## src/dcm_pkg.sv

```systemverilog
// Shared constants for the converter core mode and clock trim block
package dcm_pkg;
  // Configuration map addresses
  localparam int          ADDR_W           = 15;
  localparam logic [14:0] ADDR_PHASE_TRIM  = 15'h007F;
  localparam logic [14:0] ADDR_DUTY_TRIM   = 15'h0082;
  localparam logic [14:0] ADDR_CLK_CTRL_LO = 15'h0082;
  localparam logic [14:0] ADDR_CLK_CTRL_HI = 15'h0084;
  localparam logic [14:0] ADDR_SWITCH_MODE = 15'h0152;

  // Reset values of every register
  localparam logic [7:0] RST_PHASE_TRIM = 8'h00;
  localparam logic [7:0] RST_DUTY_TRIM  = 8'h00;
  localparam logic [7:0] RST_CLK_AUX    = 8'h00;
  localparam logic [7:0] RST_MODE       = 8'h00;

  // Duty trim field positions
  localparam int DUTY_CORR_BIT  = 7;
  localparam int DUTY_OFS_BIT   = 6;
  localparam int DUTY_SIGN_BIT  = 4;
  localparam int DUTY_MAG_W     = 4;

  // Phase trim field positions
  localparam int PHASE_SIGN_BIT = 5;
  localparam int PHASE_MAG_W    = 5;

  // Serial frame layout: read flag, address, one data byte
  localparam int          FRAME_HDR   = 16;
  localparam int          FRAME_LEN   = 24;
  localparam logic [4:0]  CNT_HDR     = 5'h10;
  localparam logic [4:0]  CNT_END     = 5'h18;

  typedef enum logic [1:0] {
    DCM_NRZ  = 2'b00,
    DCM_MIX  = 2'b01,
    DCM_RZ   = 2'b10,
    DCM_RSVD = 2'b11
  } dcm_mode_type;
endpackage

```

## src/dcm_top.sv

```systemverilog
// Converter core switching mode and clock input trim registers
// How it works
// - Two-bit mode: 00 non-return-to-zero, 10 return-to-zero, 01 chopped mixing.
// - Return-to-zero: data on rising edge, zero on the following falling edge.
// - Chopped: falling edge value is complement of the preceding rising sample.
// - Non-return-to-zero: same sample on rising and falling edge.
// - One switch pair per half period, pairs clocked on opposite edges.
// - Clock control registers sit at addresses 0x082 through 0x084.
// - Duty trim bit 7 enables duty cycle correction.
// - Duty trim bit 6 enables offset; bits 4:0 hold the offset.
// - Duty offset is sign-magnitude: bit 4 negative sign, bits 3:0 magnitude.
// - Phase trim is a six-bit sign-magnitude field at 0x07F.
// - Positive codes add 20 fF steps to plus input, negative to minus.
`timescale 1ns/1ns
module dcm_top #(
  parameter int                DATA_W    = 16,
  parameter logic [DATA_W-1:0] ZERO_CODE = {1'b1, {(DATA_W-1){1'b0}}}
) (
  input  wire logic              CLOCK,
  input  wire logic              RST_N,
  input  wire logic              SPI_CS_N,
  input  wire logic              SPI_SCLK,
  input  wire logic              SPI_SDI,
  output logic                   SPI_SDO,
  output logic                   SPI_SDO_OE_N,
  input  wire logic [DATA_W-1:0] SAMPLE_IN,
  output logic [DATA_W-1:0]      PAIR_RISE_DATA,
  output logic [DATA_W-1:0]      PAIR_FALL_DATA,
  output logic [1:0]             ACTIVE_MODE,
  output logic                   DUTY_CORR_EN,
  output logic                   DUTY_OFS_EN,
  output logic                   DUTY_OFS_NEG,
  output logic [3:0]             DUTY_OFS_MAG,
  output logic [4:0]             PHASE_CAP_POS,
  output logic [4:0]             PHASE_CAP_NEG
);
  if (DATA_W < 2 || DATA_W > 16) begin : g_chk
    $error("DATA_W must lie between 2 and 16");
  end

  logic [7:0] phase_trim;
  logic [7:0] duty_trim;
  logic [7:0] clk_ctrl_aux [2];
  logic [7:0] switch_mode;

  logic [14:0] spi_addr;
  logic [7:0]  spi_wr_data;
  logic        spi_wr_stb;
  logic [7:0]  rd_data;

  logic       dec_corr_en;
  logic       dec_ofs_en;
  logic       dec_ofs_neg;
  logic [3:0] dec_ofs_mag;
  logic [4:0] dec_cap_pos;
  logic [4:0] dec_cap_neg;

  dcm_spi_slave u_spi (
    .clk      (CLOCK),
    .rst_n    (RST_N),
    .cs_n     (SPI_CS_N),
    .sclk     (SPI_SCLK),
    .sdi      (SPI_SDI),
    .rd_data  (rd_data),
    .addr     (spi_addr),
    .wr_data  (spi_wr_data),
    .wr_stb   (spi_wr_stb),
    .sdo      (SPI_SDO),
    .sdo_oe_n (SPI_SDO_OE_N)
  );

  // Address decode
  wire sel_phase = spi_addr == dcm_pkg::ADDR_PHASE_TRIM;
  wire sel_duty  = spi_addr == dcm_pkg::ADDR_DUTY_TRIM;
  wire sel_aux1  = spi_addr == dcm_pkg::ADDR_CLK_CTRL_LO + 15'h0001;
  wire sel_aux2  = spi_addr == dcm_pkg::ADDR_CLK_CTRL_HI;
  wire sel_mode  = spi_addr == dcm_pkg::ADDR_SWITCH_MODE;

  // Unmapped addresses read as zero
  assign rd_data = sel_phase ? phase_trim :
                   sel_duty  ? duty_trim :
                   sel_aux1  ? clk_ctrl_aux[0] :
                   sel_aux2  ? clk_ctrl_aux[1] :
                   sel_mode  ? {6'h00, ACTIVE_MODE} : 8'h00;

  always_ff @(posedge CLOCK or negedge RST_N) begin
    if (!RST_N) begin
      phase_trim      <= dcm_pkg::RST_PHASE_TRIM;
      duty_trim       <= dcm_pkg::RST_DUTY_TRIM;
      clk_ctrl_aux[0] <= dcm_pkg::RST_CLK_AUX;
      clk_ctrl_aux[1] <= dcm_pkg::RST_CLK_AUX;
      switch_mode     <= dcm_pkg::RST_MODE;
    end else if (spi_wr_stb) begin
      if (sel_phase) phase_trim <= {2'b00, spi_wr_data[5:0]};
      if (sel_duty)  duty_trim <= {spi_wr_data[7:6], 1'b0, spi_wr_data[4:0]};
      if (sel_aux1)  clk_ctrl_aux[0] <= spi_wr_data;
      if (sel_aux2)  clk_ctrl_aux[1] <= spi_wr_data;
      if (sel_mode)  switch_mode <= {6'h00, spi_wr_data[1:0]};
    end
  end

  dcm_trim_decode u_dec (
    .duty_reg      (duty_trim),
    .phase_reg     (phase_trim),
    .duty_corr_en  (dec_corr_en),
    .duty_ofs_en   (dec_ofs_en),
    .duty_ofs_neg  (dec_ofs_neg),
    .duty_ofs_mag  (dec_ofs_mag),
    .phase_cap_pos (dec_cap_pos),
    .phase_cap_neg (dec_cap_neg)
  );

  always_ff @(posedge CLOCK or negedge RST_N) begin
    if (!RST_N) begin
      DUTY_CORR_EN  <= 1'b0;
      DUTY_OFS_EN   <= 1'b0;
      DUTY_OFS_NEG  <= 1'b0;
      DUTY_OFS_MAG  <= 4'h0;
      PHASE_CAP_POS <= 5'h00;
      PHASE_CAP_NEG <= 5'h00;
    end else begin
      DUTY_CORR_EN  <= dec_corr_en;
      DUTY_OFS_EN   <= dec_ofs_en;
      DUTY_OFS_NEG  <= dec_ofs_neg;
      DUTY_OFS_MAG  <= dec_ofs_mag;
      PHASE_CAP_POS <= dec_cap_pos;
      PHASE_CAP_NEG <= dec_cap_neg;
    end
  end

  // One core clock is one converter period. The mode and both half
  // samples load on the same edge, so no period mixes two modes.
  dcm_pkg::dcm_mode_type next_mode;
  assign next_mode = dcm_pkg::dcm_mode_type'(switch_mode[1:0]);

  logic [DATA_W-1:0] next_fall;
  always_comb begin
    unique case (next_mode)
      dcm_pkg::DCM_RZ:  next_fall = ZERO_CODE;
      dcm_pkg::DCM_MIX: next_fall = ~SAMPLE_IN;
      // Reserved code behaves as non-return-to-zero
      dcm_pkg::DCM_NRZ,
      dcm_pkg::DCM_RSVD: next_fall = SAMPLE_IN;
    endcase
  end

  // Rise pair is switched on the rising edge, fall pair on the falling
  // edge; each output feeds only its own pair.
  always_ff @(posedge CLOCK or negedge RST_N) begin
    if (!RST_N) begin
      ACTIVE_MODE    <= dcm_pkg::RST_MODE[1:0];
      PAIR_RISE_DATA <= ZERO_CODE;
      PAIR_FALL_DATA <= ZERO_CODE;
    end else begin
      ACTIVE_MODE    <= next_mode;
      PAIR_RISE_DATA <= SAMPLE_IN;
      PAIR_FALL_DATA <= next_fall;
    end
  end

  property p_rz_zero;
    @(posedge CLOCK) disable iff (!RST_N)
    next_mode == dcm_pkg::DCM_RZ |=> PAIR_FALL_DATA == ZERO_CODE;
  endproperty
  a_rz_zero: assert property (p_rz_zero) else $error("fall half not zero in RZ");

  property p_mix_compl;
    @(posedge CLOCK) disable iff (!RST_N)
    ACTIVE_MODE == dcm_pkg::DCM_MIX |-> PAIR_FALL_DATA == ~PAIR_RISE_DATA;
  endproperty
  a_mix_compl: assert property (p_mix_compl) else $error("fall half not complement");

  property p_nrz_same;
    @(posedge CLOCK) disable iff (!RST_N)
    ACTIVE_MODE == dcm_pkg::DCM_NRZ |-> PAIR_FALL_DATA == PAIR_RISE_DATA;
  endproperty
  a_nrz_same: assert property (p_nrz_same) else $error("NRZ halves differ");

  property p_rise_data;
    @(posedge CLOCK) disable iff (!RST_N)
    1'b1 |=> PAIR_RISE_DATA == $past(SAMPLE_IN);
  endproperty
  a_rise_data: assert property (p_rise_data) else $error("rise half lost sample");

  property p_mode_write;
    @(posedge CLOCK) disable iff (!RST_N)
    spi_wr_stb && sel_mode |-> ##2 ACTIVE_MODE == $past(spi_wr_data[1:0], 2);
  endproperty
  a_mode_write: assert property (p_mode_write) else $error("mode write not applied");

  property p_mode_stable;
    @(posedge CLOCK) disable iff (!RST_N)
    !(spi_wr_stb && sel_mode) ##1 1'b1 |=> $stable(ACTIVE_MODE);
  endproperty
  a_mode_stable: assert property (p_mode_stable) else $error("mode changed without write");

  property p_duty_corr;
    @(posedge CLOCK) disable iff (!RST_N)
    spi_wr_stb && sel_duty |-> ##2 DUTY_CORR_EN == $past(spi_wr_data[7], 2);
  endproperty
  a_duty_corr: assert property (p_duty_corr) else $error("correction enable wrong");

  property p_ofs_gate;
    @(posedge CLOCK) disable iff (!RST_N)
    !DUTY_OFS_EN |-> DUTY_OFS_MAG == 4'h0 && !DUTY_OFS_NEG;
  endproperty
  a_ofs_gate: assert property (p_ofs_gate) else $error("offset active while off");

  property p_ofs_sign;
    @(posedge CLOCK) disable iff (!RST_N)
    spi_wr_stb && sel_duty && spi_wr_data[6] |-> ##2
      DUTY_OFS_NEG == $past(spi_wr_data[4], 2) && DUTY_OFS_MAG == $past(spi_wr_data[3:0], 2);
  endproperty
  a_ofs_sign: assert property (p_ofs_sign) else $error("offset decode wrong");

  property p_phase_side;
    @(posedge CLOCK) disable iff (!RST_N)
    PHASE_CAP_POS == 5'h00 || PHASE_CAP_NEG == 5'h00;
  endproperty
  a_phase_side: assert property (p_phase_side) else $error("capacitance on both inputs");

  property p_phase_code;
    @(posedge CLOCK) disable iff (!RST_N)
    spi_wr_stb && sel_phase |-> ##2
      {PHASE_CAP_NEG, PHASE_CAP_POS} == ($past(spi_wr_data[5], 2)
        ? {$past(spi_wr_data[4:0], 2), 5'h00} : {5'h00, $past(spi_wr_data[4:0], 2)});
  endproperty
  a_phase_code: assert property (p_phase_code) else $error("phase trim decode wrong");

  property p_rsvd_same;
    @(posedge CLOCK) disable iff (!RST_N)
    ACTIVE_MODE == dcm_pkg::DCM_RSVD |-> PAIR_FALL_DATA == PAIR_RISE_DATA;
  endproperty
  a_rsvd_same: assert property (p_rsvd_same) else $error("reserved mode halves differ");

  property p_rz_active;
    @(posedge CLOCK) disable iff (!RST_N)
    ACTIVE_MODE == dcm_pkg::DCM_RZ |-> PAIR_FALL_DATA == ZERO_CODE;
  endproperty
  a_rz_active: assert property (p_rz_active) else $error("RZ period mixed with other mode");

  property p_ofs_en_write;
    @(posedge CLOCK) disable iff (!RST_N)
    spi_wr_stb && sel_duty |-> ##2 DUTY_OFS_EN == $past(spi_wr_data[6], 2);
  endproperty
  a_ofs_en_write: assert property (p_ofs_en_write) else $error("offset enable wrong");

  property p_sdo_idle;
    @(posedge CLOCK) disable iff (!RST_N)
    SPI_CS_N |=> SPI_SDO_OE_N;
  endproperty
  a_sdo_idle: assert property (p_sdo_idle) else $error("read data driven while deselected");
endmodule

```

## src/dcm_trim_decode.sv

```systemverilog
// Sign and magnitude decode of the clock trim codes
`timescale 1ns/1ns
module dcm_trim_decode (
  input  wire logic [7:0] duty_reg,
  input  wire logic [7:0] phase_reg,
  output logic            duty_corr_en,
  output logic            duty_ofs_en,
  output logic            duty_ofs_neg,
  output logic [3:0]      duty_ofs_mag,
  output logic [4:0]      phase_cap_pos,
  output logic [4:0]      phase_cap_neg
);
  wire       phase_neg = phase_reg[dcm_pkg::PHASE_SIGN_BIT];
  wire [4:0] phase_mag = phase_reg[dcm_pkg::PHASE_MAG_W-1:0];
  wire       ofs_en    = duty_reg[dcm_pkg::DUTY_OFS_BIT];

  assign duty_corr_en  = duty_reg[dcm_pkg::DUTY_CORR_BIT];
  assign duty_ofs_en   = ofs_en;
  // Offset only reaches the receiver while offset control is on
  assign duty_ofs_neg  = ofs_en & duty_reg[dcm_pkg::DUTY_SIGN_BIT];
  assign duty_ofs_mag  = ofs_en ? duty_reg[dcm_pkg::DUTY_MAG_W-1:0] : 4'h0;
  // Both zero codes add nothing on either side
  assign phase_cap_pos = phase_neg ? 5'h00 : phase_mag;
  assign phase_cap_neg = phase_neg ? phase_mag : 5'h00;
endmodule

```

## src/dcm_spi_slave.sv

```systemverilog
// Serial management port slave, sampled on the core clock
`timescale 1ns/1ns
module dcm_spi_slave (
  input  wire logic        clk,
  input  wire logic        rst_n,
  input  wire logic        cs_n,
  input  wire logic        sclk,
  input  wire logic        sdi,
  input  wire logic [7:0]  rd_data,
  output logic [14:0]      addr,
  output logic [7:0]       wr_data,
  output logic             wr_stb,
  output logic             sdo,
  output logic             sdo_oe_n
);
  logic        sclk_q;
  logic [4:0]  bit_cnt;
  logic [23:0] shreg;
  logic [7:0]  out_sr;
  logic        rd_frame;

  wire sclk_rise = sclk & ~sclk_q & ~cs_n;
  wire sclk_fall = ~sclk & sclk_q & ~cs_n;
  wire hdr_done  = sclk_rise & (bit_cnt == dcm_pkg::CNT_HDR - 5'h01);
  wire frm_done  = sclk_rise & (bit_cnt == dcm_pkg::CNT_END - 5'h01);
  wire [23:0] next_shreg = {shreg[22:0], sdi};

  always_ff @(posedge clk or negedge rst_n) begin
    if (!rst_n) begin
      sclk_q   <= 1'b0;
      bit_cnt  <= 5'h00;
      shreg    <= 24'h000000;
      rd_frame <= 1'b0;
      addr     <= 15'h0000;
      wr_data  <= 8'h00;
      wr_stb   <= 1'b0;
    end else begin
      sclk_q <= sclk;
      wr_stb <= 1'b0;
      if (cs_n) begin
        bit_cnt  <= 5'h00;
        rd_frame <= 1'b0;
      end else if (sclk_rise && bit_cnt != dcm_pkg::CNT_END) begin
        bit_cnt <= bit_cnt + 5'h01;
        shreg   <= next_shreg;
        if (hdr_done) begin
          rd_frame <= next_shreg[15];
          addr     <= next_shreg[14:0];
        end
        // Short frames are dropped: no write without all 24 bits
        if (frm_done && !rd_frame) begin
          wr_data <= next_shreg[7:0];
          wr_stb  <= 1'b1;
        end
      end
    end
  end

  // Read data leaves MSB first on falling edges, master samples on rising
  always_ff @(posedge clk or negedge rst_n) begin
    if (!rst_n) begin
      out_sr   <= 8'h00;
      sdo      <= 1'b0;
      sdo_oe_n <= 1'b1;
    end else if (cs_n || !rd_frame || bit_cnt == dcm_pkg::CNT_END) begin
      sdo_oe_n <= 1'b1;
      out_sr   <= rd_data;
    end else if (sclk_fall) begin
      // First fall of a read takes the byte of the address just received,
      // since out_sr was last loaded while the previous address still stood
      sdo      <= sdo_oe_n ? rd_data[7] : out_sr[7];
      out_sr   <= sdo_oe_n ? {rd_data[6:0], 1'b0} : {out_sr[6:0], 1'b0};
      sdo_oe_n <= 1'b0;
    end
  end
endmodule

```

## config.mk

```make
export PLATFORM = sky130hd
export DESIGN_NAME = dcm_top
export DESIGN_NICKNAME = d
export VERILOG_FILES = /design/src/dcm_pkg.sv /design/src/dcm_top.sv /design/src/dcm_trim_decode.sv /design/src/dcm_spi_slave.sv
export SDC_FILE = /design/constraint.sdc
export NUM_CORES = 1
export LEC_CHECK = 0
export ABC_AREA = 1
export BUFFER_PORTS_ARGS = -buffer_cell sky130_fd_sc_hd__clkbuf_2
export CAP_MARGIN = 10
export CORE_ASPECT_RATIO = 0.6
export CORE_MARGIN = 8
export CORE_UTILIZATION = 50
export CTS_CLUSTER_DIAMETER = 150
export DETAILED_ROUTE_END_ITERATION = 7
export GPL_TIMING_DRIVEN = 0
export PLACE_DENSITY = 0.71
export SYNTH_ARGS = -nofsm -noshare
export SYNTH_HDL_FRONTEND = slang
export SYNTH_SLANG_ARGS = --single-unit
```

## constraint.sdc

```tcl
create_clock -name CLOCK -period 3.8 [get_ports CLOCK]
set_clock_uncertainty 0.15 [all_clocks]
set_input_delay 0 -clock CLOCK [delete_from_list [all_inputs] [get_ports CLOCK]]
set_output_delay 0 -clock CLOCK [all_outputs]
set_load 0.05 [all_outputs]
```

==> metrics.csv, run 1 <==
metric,value,unit
global-route wire length before repair,22700,µm
most frequent cells in the layout,"nand2_1, dfrtp_1, clkbuf_2, inv_1, o21ai_0",
setup ws final,1770,ps
Post-synth EDFFs,0,
antenna cells,0,
"commonest non-fill, non-tap cell in the layout",nand2_1,
PD cells,469,nW/µm²
Static Leak,0.00360,µW
Sink Count,138,
port bufs,73,
cts bufs inserted,17,
Worst Tran Pin Value,512,ps
Final setup viols,0,
Tmin final,2030,ps
Die H,99.0,µm
CP startpoint kind,flop,
post-synth cell types,29,
Routed Antenna Nets,0,
Setup TNS Final,0,ps
Max H-tree Level,4,
area share of the largest cell type after synthesis,58.8,%
Worst path slowest cell,dfrtp_1,
Buf/Inv on CP,1,
Final Max Tran Viols,0,
"Period Utilization, post-route",53.5,%
reg2reg start,u_spi.bit_cnt[0],
core area,11300,µm²
WP data required,3920,ps
CP top delay family,simple AND/OR/NAND/NOR gates,
vias in the first global route,4556,
MaxCap Viol Count,0,
worst path cell trace,ha_1 > nand2_1 > nor3_1 > nand3_1 > clkbuf_1 > nand2_1 > o21ai_0,
critical path capture point type,flop,
initial antenna violation count,0,
DR vias/cell,5.01,
Main synth FF type,dfrtp_1,
wire length on met1,6470,µm
drc violations,0,
CTS tree,yes,
Post-Syn Area,5740,µm²
Rel. slew slack,65.8,%
asr flop ratio synth,100,%
Layout fillers,908,
final hold vios,0,
WL met3,1060,µm
fmax,492,MHz
#FFs+latches synth,138,
clock slew at reported path FFs,60,ps
Crit Path Category,flop to flop,
post-synth top area cell,dfrtp_1,
Util after Layout,63.3,%
dpl cells,831,
global router's overall resource usage,18.6,%
CP startpoint,u_spi.bit_cnt[0],
Fin Hold WS,99.2,ps
Hold Path Class,primary input to flop,
Setup WS pre-CTS,1860,ps
Rows,30,
postcts setup bufs,0,
worst-case clock buffer depth,2,
grt ovf,0,
DP Wirelength,9570,µm
die footprint,15300,µm²
"Seq/Total Area, Yosys",60.2,%
Synth area leaders,"dfrtp_1, nand2_1, o21ai_0",
met2 WL,5720,µm
Vias,4431,
peak supply drop,0.000330,V
Top Metal Used,met4,
initial core utilization,51.0,%
layout cells sized above 1,23.6,%
CP max FO,10,
Post-Layout Cell Count,885,
# resized after CTS,0,
maximum number of pins on one net before global-route repair,99,
Routed WL,13300,µm
Final nets,754,
"Avg Cell Area, Syn",9.36,µm²
Hold Path Origin,SAMPLE_IN[15],
Crit path top cell by count,nand2_1,
Ys Warns,0,
1st-iter DRT viols,257,
Syn Nets,639,
"Area growth, synth to finish",24.2,%
worst-skew pair later-pin latency,410,ps
io pins,74,
clk root buf,clkbuf_16,
Synth Instances,613,
drt first pass iters,5,
Wirelength per Cell,15.1,µm
RSZ-0062 raised after global routing,false,
width of the chip,154,µm
CP max stage delay,410,ps
CP arrival,2150,ps
status,finished clean,
Final GP Congestion,0.813,
## path summary, 6_finish.rpt
check                                      to  slack, ps  cells past startpoint
max                          u_spi.wr_data[6]       1770                      7
min reg2reg                       DUTY_OFS_EN        220                      0
min                        PAIR_RISE_DATA[15]        100                      2
max in group asynchronous     clk_ctrl_aux[4]       2500                      4
max reg2reg                  u_spi.wr_data[6]       1770                      7
min in group asynchronous      u_spi.sdo_oe_n        510                      3
## where the power goes
| part | internal [µW] | total, µW | switching [µW] |
|---|---|---|---|
| combinational | 56.7 | 207 | 150 |
| sequential | 1510 | 1530 | 18.2 |
| clock | 926 | 1610 | 684 |
| total | 2490 | 3350 | 853 |
## logic make-up after synthesis
group,share of synthesized area [%]
simple gates,20.5
fa+ha+maj,1.09
buf+inv,7.21
flops,60.2
compound gates,11.0
## metrics by stage
stage	area, µm²	power [µW]
floorplan	5740	1660
global placement	6290	1730
detailed placement	6320	1750
CTS	7130	3380
global route	7130	3460
finish	7130	3350
## layer usage
layer | GRT usage, % | up-vias
li1 | - | 2182
met1 | 26.8 | 2096
met2 | 26.8 | 142
met3 | 5.68 | 11
met4 | 4.79 | 0
met5 | 0 | -
## cell type report
cell class	count	area, µm²	share of cell area, %
plain buffers	18	110	1.54
clock buffers	17	425	5.96
clock inverters	15	154	2.16
inverters	81	304	4.26
multi-input cells	376	1870	26.2
flip-flops and latches	138	3460	48.5
well taps	144	180	2.53
repair buffers	96	632	8.86
## state kept, by name (all words and copies together) (netlist names), 2 cells and up
| register | count |
|---|---|
| PHASE_CAP_NEG | 5 |
| duty_trim | 7 |
| switch_mode | 2 |
| clk_ctrl_aux | 16 |
| ACTIVE_MODE | 2 |
| u_spi.bit_cnt | 5 |
| u_spi.shreg | 15 |
| u_spi.addr | 15 |
| DUTY_OFS_MAG | 4 |
| PHASE_CAP_POS | 5 |
| PAIR_FALL_DATA | 16 |
| u_spi.wr_data | 8 |
| PAIR_RISE_DATA | 16 |
| phase_trim | 6 |
| u_spi.out_sr | 8 |
## worst register-to-register path, delay by kind of cell, from the launching register on
family / cells / cell delay [ps]
fa+ha+maj: 1 / 180
simple gates: 4 / 690
compound gates: 1 / 100
buf+inv: 1 / 350
flops: 1 / 410
## what timing repair did
item                                    4_1_cts  5_1_grt
hold buffers                                 22        0
hold endpoints to repair                    184        0
endpoints found under the setup margin        0        0
## Yosys cell counts (4+ instances only)
cell      count
a21oi_1       8
dfrtp_1     135
buf_6         5
inv_2        10
o21ai_1      11
nand3_1      37
o21ai_2      22
ha_1          5
nand2_1     159
nand4_1       4
clkbuf_1      9
inv_1        71
nand2_2       7
o21ai_0      62
nor2_1       36
nor2_2        5
nor2_4        5
Note: power is estimated with default switching activity, not from simulation.
==> run 2, diff against run 1 <==
--- a/config.mk
+++ b/config.mk
@@ -14,7 +14,7 @@
 export CTS_CLUSTER_DIAMETER = 150
 export DETAILED_ROUTE_END_ITERATION = 7
 export GPL_TIMING_DRIVEN = 0
-export PLACE_DENSITY = 0.71
+export PLACE_DENSITY = 0.73
 export SYNTH_ARGS = -nofsm -noshare
 export SYNTH_HDL_FRONTEND = slang
 export SYNTH_SLANG_ARGS = --single-unit
==> constraint.sdc (replaced) <==
create_clock -name CLOCK -period 1.8 [get_ports CLOCK]
set_clock_uncertainty 0.15 [all_clocks]
set_input_delay 0 -clock CLOCK [delete_from_list [all_inputs] [get_ports CLOCK]]
set_output_delay 0 -clock CLOCK [all_outputs]
set_load 0.05 [all_outputs]
==> metrics.csv, run 2 (synthesized netlist as in run 1, its figures left out) <==
metric,value,unit
Wirelength per Cell,16.8,µm
Sink Count,138,
Final setup viols,6,
grt ovf,0,
MaxCap Viol Count,0,
Crit Path Category,flop to flop,
Worst Tran Pin Value,481,ps
Rows,30,
final hold vios,0,
Final Max Tran Viols,0,
Hold Path Class,primary input to flop,
CP max FO,8,
"Area growth, synth to finish",36.3,%
core area,11300,µm²
WP data required,2000,ps
Fin Hold WS,102,ps
1st-iter DRT viols,331,
width of the chip,154,µm
violated checks,setup timing,
drt first pass iters,6,
Rel. slew slack,67.9,%
clock slew at reported path FFs,60,ps
cts bufs inserted,17,
Max H-tree Level,4,
setup ws final,-31.4,ps
Routed WL,15400,µm
Static Leak,0.00393,µW
initial antenna violation count,0,
initial core utilization,51.0,%
RSZ-0062 raised after global routing,true,
global router's overall resource usage,19.4,%
worst-skew pair later-pin latency,420,ps
layout cells sized above 1,32.2,%
CP startpoint kind,flop,
Vias,4847,
io pins,74,
CP arrival,2030,ps
critical path capture point type,flop,
top flop regs,"PAIR_FALL_DATA (16), PAIR_RISE_DATA (16), clk_ctrl_aux (16)",
"Period Utilization, post-route",102,%
fmax,546,MHz
vias in the first global route,4631,
PD cells,1010,nW/µm²
Die H,99.0,µm
clk root buf,clkbuf_16,
Util after Layout,69.5,%
status,"complete, but fails checks",
Tmin final,1830,ps
CTS tree,yes,
Final GP Congestion,0.906,
fin area,7830,µm²
"commonest non-fill, non-tap cell in the layout",nand2_1,
port bufs,73,
drc violations,0,
DP Wirelength,9660,µm
Routed Antenna Nets,0,
Post-Layout Cell Count,914,
dpl cells,831,
maximum number of pins on one net before global-route repair,80,
DR vias/cell,5.30,
Final nets,782,
most frequent cells in the layout,"nand2_1, dfrtp_1, clkbuf_2, inv_1, o21ai_0",
peak supply drop,0.000750,V
worst-case clock buffer depth,2,
global-route wire length before repair,23200,µm
die footprint,15300,µm²
Layout fillers,783,
placed cell areas,6320,µm²
run 2: cell type report:
cell class                      instances  area [µm²]  area share (%)
Multi-Input combinational cell        376        2080            26.6
Inverter                               81         309            3.95
Tap cell                              144         180            2.30
Antenna cell                            1        2.50          0.0320
Sequential cell                       138        3460            44.2
Timing Repair Buffer                  126         913            11.7
Clock inverter                         11         265            3.39
Clock buffer                           21         450            5.76
Buffer                                 16         158            2.01
run 2: path summary, 6_finish.rpt:
kind,startpoint,end,slack [ps],cells past startpoint
hold reg to reg,duty_trim[6],DUTY_OFS_EN,220,0
max in group asynchronous,RST_N,u_spi.sdo_oe_n,210,4
hold / removal,SPI_SCLK,u_spi.sclk_q,100,2
setup / recovery,u_spi.addr[12],u_spi.out_sr[4],-30,9
min in group asynchronous,RST_N,u_spi.shreg[9],500,3
setup reg to reg,u_spi.addr[12],u_spi.out_sr[4],-30,9
run 2: power by group:
part	total, µW	internal, µW	switching [µW]
combinational	455	123	332
sequential	3230	3190	42.4
clock	4230	2920	1300
total	7920	6240	1680
run 2: repair_timing:
action,in CTS,in global routing
pin swaps,8,23
buffers inserted,10,17
hold buffers,21,0
endpoints found under the setup margin,66,71
resized for setup,24,84
hold endpoints to repair,185,0
cloned,0,4
run 2: per-stage QoR:
| stage | setup TNS, ps | power, µW | setup slack (ps) |
|---|---|---|---|
| final | -71.4 | 7920 | -31.4 |
| after global routing | -3210 | 8130 | -116 |
| after CTS | 0 | 7930 | 1.86 |
| after detailed placement | -1620 | 3680 | -112 |
| after global placement | -203720 | 3660 | -1500 |
| after floorplan | 0 | 3500 | 212 |
run 2: layer usage:
metal	vias to the layer above	wire [µm]	global-route usage [%]	part of all wire, %
met3	36	1340	6.51	8.7
met1	2368	6420	24.8	42
li1	2234	-	-	-
met5	-	0	0	0
met2	209	7190	29.2	47
met4	0	401	9.36	2.6
run 2: worst max-delay path, stage by stage, from the launching register on:
cell	delay, ps
dfrtp_1	380
nor2_1	130
nand2_2	150
nor2_8	260
buf_6	180
buf_6	100
nand3_2	70
nand4_1	190
o21ai_1	80
nand3_1	70
==> run 3, diff against run 2 <==
==> constraint.sdc (replaced) <==
create_clock -name CLOCK -period 1.8 [get_ports CLOCK]
set_clock_uncertainty 0.15 [all_clocks]
set_input_delay 0.09 -clock CLOCK [delete_from_list [all_inputs] [get_ports CLOCK]]
set_output_delay 0.09 -clock CLOCK [all_outputs]
set_load 0.05 [all_outputs]
==> metrics.csv, run 3 (synthesized netlist as in run 1, its figures left out) <==
metric,value,unit
port bufs,73,
Tmin final,1840,ps
peak supply drop,0.000749,V
Hold Path Class,primary input to async pin,
Static Leak,0.00392,µW
total power,7910,µW
Sink Count,138,
maximum number of pins on one net before global-route repair,80,
core area,11300,µm²
Final nets,781,
Wirelength per Cell,16.9,µm
drc violations,2,
global-route wire length before repair,23200,µm
grt met1 use,24.8,%
die footprint,15300,µm²
grt ovf,0,
clk root buf,clkbuf_16,
Vias,4811,
Worst Tran Pin Value,482,ps
"Area growth, synth to finish",36.1,%
io pins,74,
initial core utilization,51.0,%
Crit Path Category,flop to flop,
reg2reg start,u_spi.addr[12],
top flop regs,"PAIR_FALL_DATA (16), PAIR_RISE_DATA (16), clk_ctrl_aux (16)",
Routed WL,15400,µm
Switching Fraction,21.2,%
initial antenna violation count,0,
Layout fillers,784,
final hold vios,0,
Psw,1680,µW
CP max FO,8,
MaxCap Viol Count,0,
CP startpoint kind,flop,
Clk pwr share,53.4,%
R2R cell count,9,
drt first pass iters,7,
CTS tree,yes,
Setup TNS Final,-140,ps
WP data required,2000,ps
fmax,543,MHz
Final Max Tran Viols,0,
Die H,99.0,µm
clock slew at reported path FFs,60,ps
critical path capture point type,flop,
CP arrival,2040,ps
DP Wirelength,9660,µm
RSZ-0062 raised after global routing,true,
worst-skew pair later-pin latency,410,ps
internal power,6240,µW
Max H-tree Level,4,
Util after Layout,69.4,%
Gate power share,5.7,%
Rel. slew slack,67.9,%
vias in the first global route,4633,
PD cells,1010,nW/µm²
flop2flop setup slack,-40,ps
DR vias/cell,5.27,
layout cells sized above 1,32.3,%
most frequent cells in the layout,"nand2_1, dfrtp_1, clkbuf_2, inv_1, o21ai_0",
status,"complete, but fails checks",
Rows,30,
width of the chip,154,µm
global router's overall resource usage,19.4,%
Routed Antenna Nets,0,
1st-iter DRT viols,350,
setup ws final,-40.5,ps
Top Usage Layer GRT,met2,
Final setup viols,14,
cts bufs inserted,17,
routing usage on met2,29.2,%
GRT met3 Usage,6.51,%
Fin Hold WS,59.9,ps
"Period Utilization, post-route",102,%
worst-case clock buffer depth,2,
violated checks,"DRC, setup timing",
"commonest non-fill, non-tap cell in the layout",nand2_1,
Worst R2R End,u_spi.out_sr[4],
Final GP Congestion,0.906,
sequential fraction of design power,40.9,%
run 3: cell count changes in the layout (fill, tap and decap cells not counted), sizes merged:
cell         delta
dlygate4sd3     -1
run 3: how the worst max path moves through the flow:
stage          slack, ps             start  cells past startpoint          endpoint
2_1_floorplan        210  u_spi.bit_cnt[0]                      9   u_spi.out_sr[4]
3_3_place_gp       -1590             RST_N                      1  PHASE_CAP_NEG[0]
3_5_place_dp        -110  u_spi.bit_cnt[0]                      7  u_spi.wr_data[6]
4_1_cts                2  u_spi.bit_cnt[0]                      9   u_spi.out_sr[4]
5_1_grt             -120    u_spi.addr[12]                     11         u_spi.sdo
6_report             -40    u_spi.addr[12]                      9   u_spi.out_sr[4]
run 3: power by group through the flow:
stage               Sequential (µW)  Combinational, µW  Clock (µW)
floorplan                      3410               88.8           0
global placement               3280                378           0
detailed placement             3280                398           0
CTS                            3230                440        4260
global route                   3240                496        4400
finish                         3230                454        4220
run 3: what timing repair did:
action / 4_1_cts / 5_1_grt
gates resized for setup: 24 / 84
endpoints found under the hold margin: 177 / 0
setup buffers: 10 / 17
pin swaps: 8 / 23
cloned: 0 / 4
endpoints found under the setup margin: 66 / 71
hold buffers: 20 / 0
run 3: cell type report:
cell class	instances	area [µm²]	share of cell area, %
Sequential cell	138	3460	44.3
Multi-Input combinational cell	376	2080	26.7
Timing Repair Buffer	125	903	11.6
Clock buffer	21	450	5.76
Inverter	81	309	3.95
Clock inverter	11	265	3.39
Tap cell	144	180	2.31
Buffer	16	158	2.02
Antenna cell	1	2.50	0.0320
run 3: through the flow:
stage,area [µm²],setup slack [ps],cells
after detailed placement,6320,-112,831
after floorplan,5740,212,613
after CTS,7380,1.86,893
after global routing,7810,-116,912
final,7820,-40.5,913
after global placement,6290,-1590,830
run 3: routing by layer:
layer  vias to the layer above  wire [µm]
met5                         -          0
met4                         0        322
met3                        28       1190
met2                       192       7310
met1                      2359       6580
li1                       2232          -
run 3: critical path, stage by stage, from the launching register on:
cell and delay (ps):
dfrtp_1 380, nor2_1 130, nand2_2 150, nor2_8 270, buf_6 180, buf_6 100, nand3_2 70, nand4_1 190
o21ai_1 80, nand3_1 70
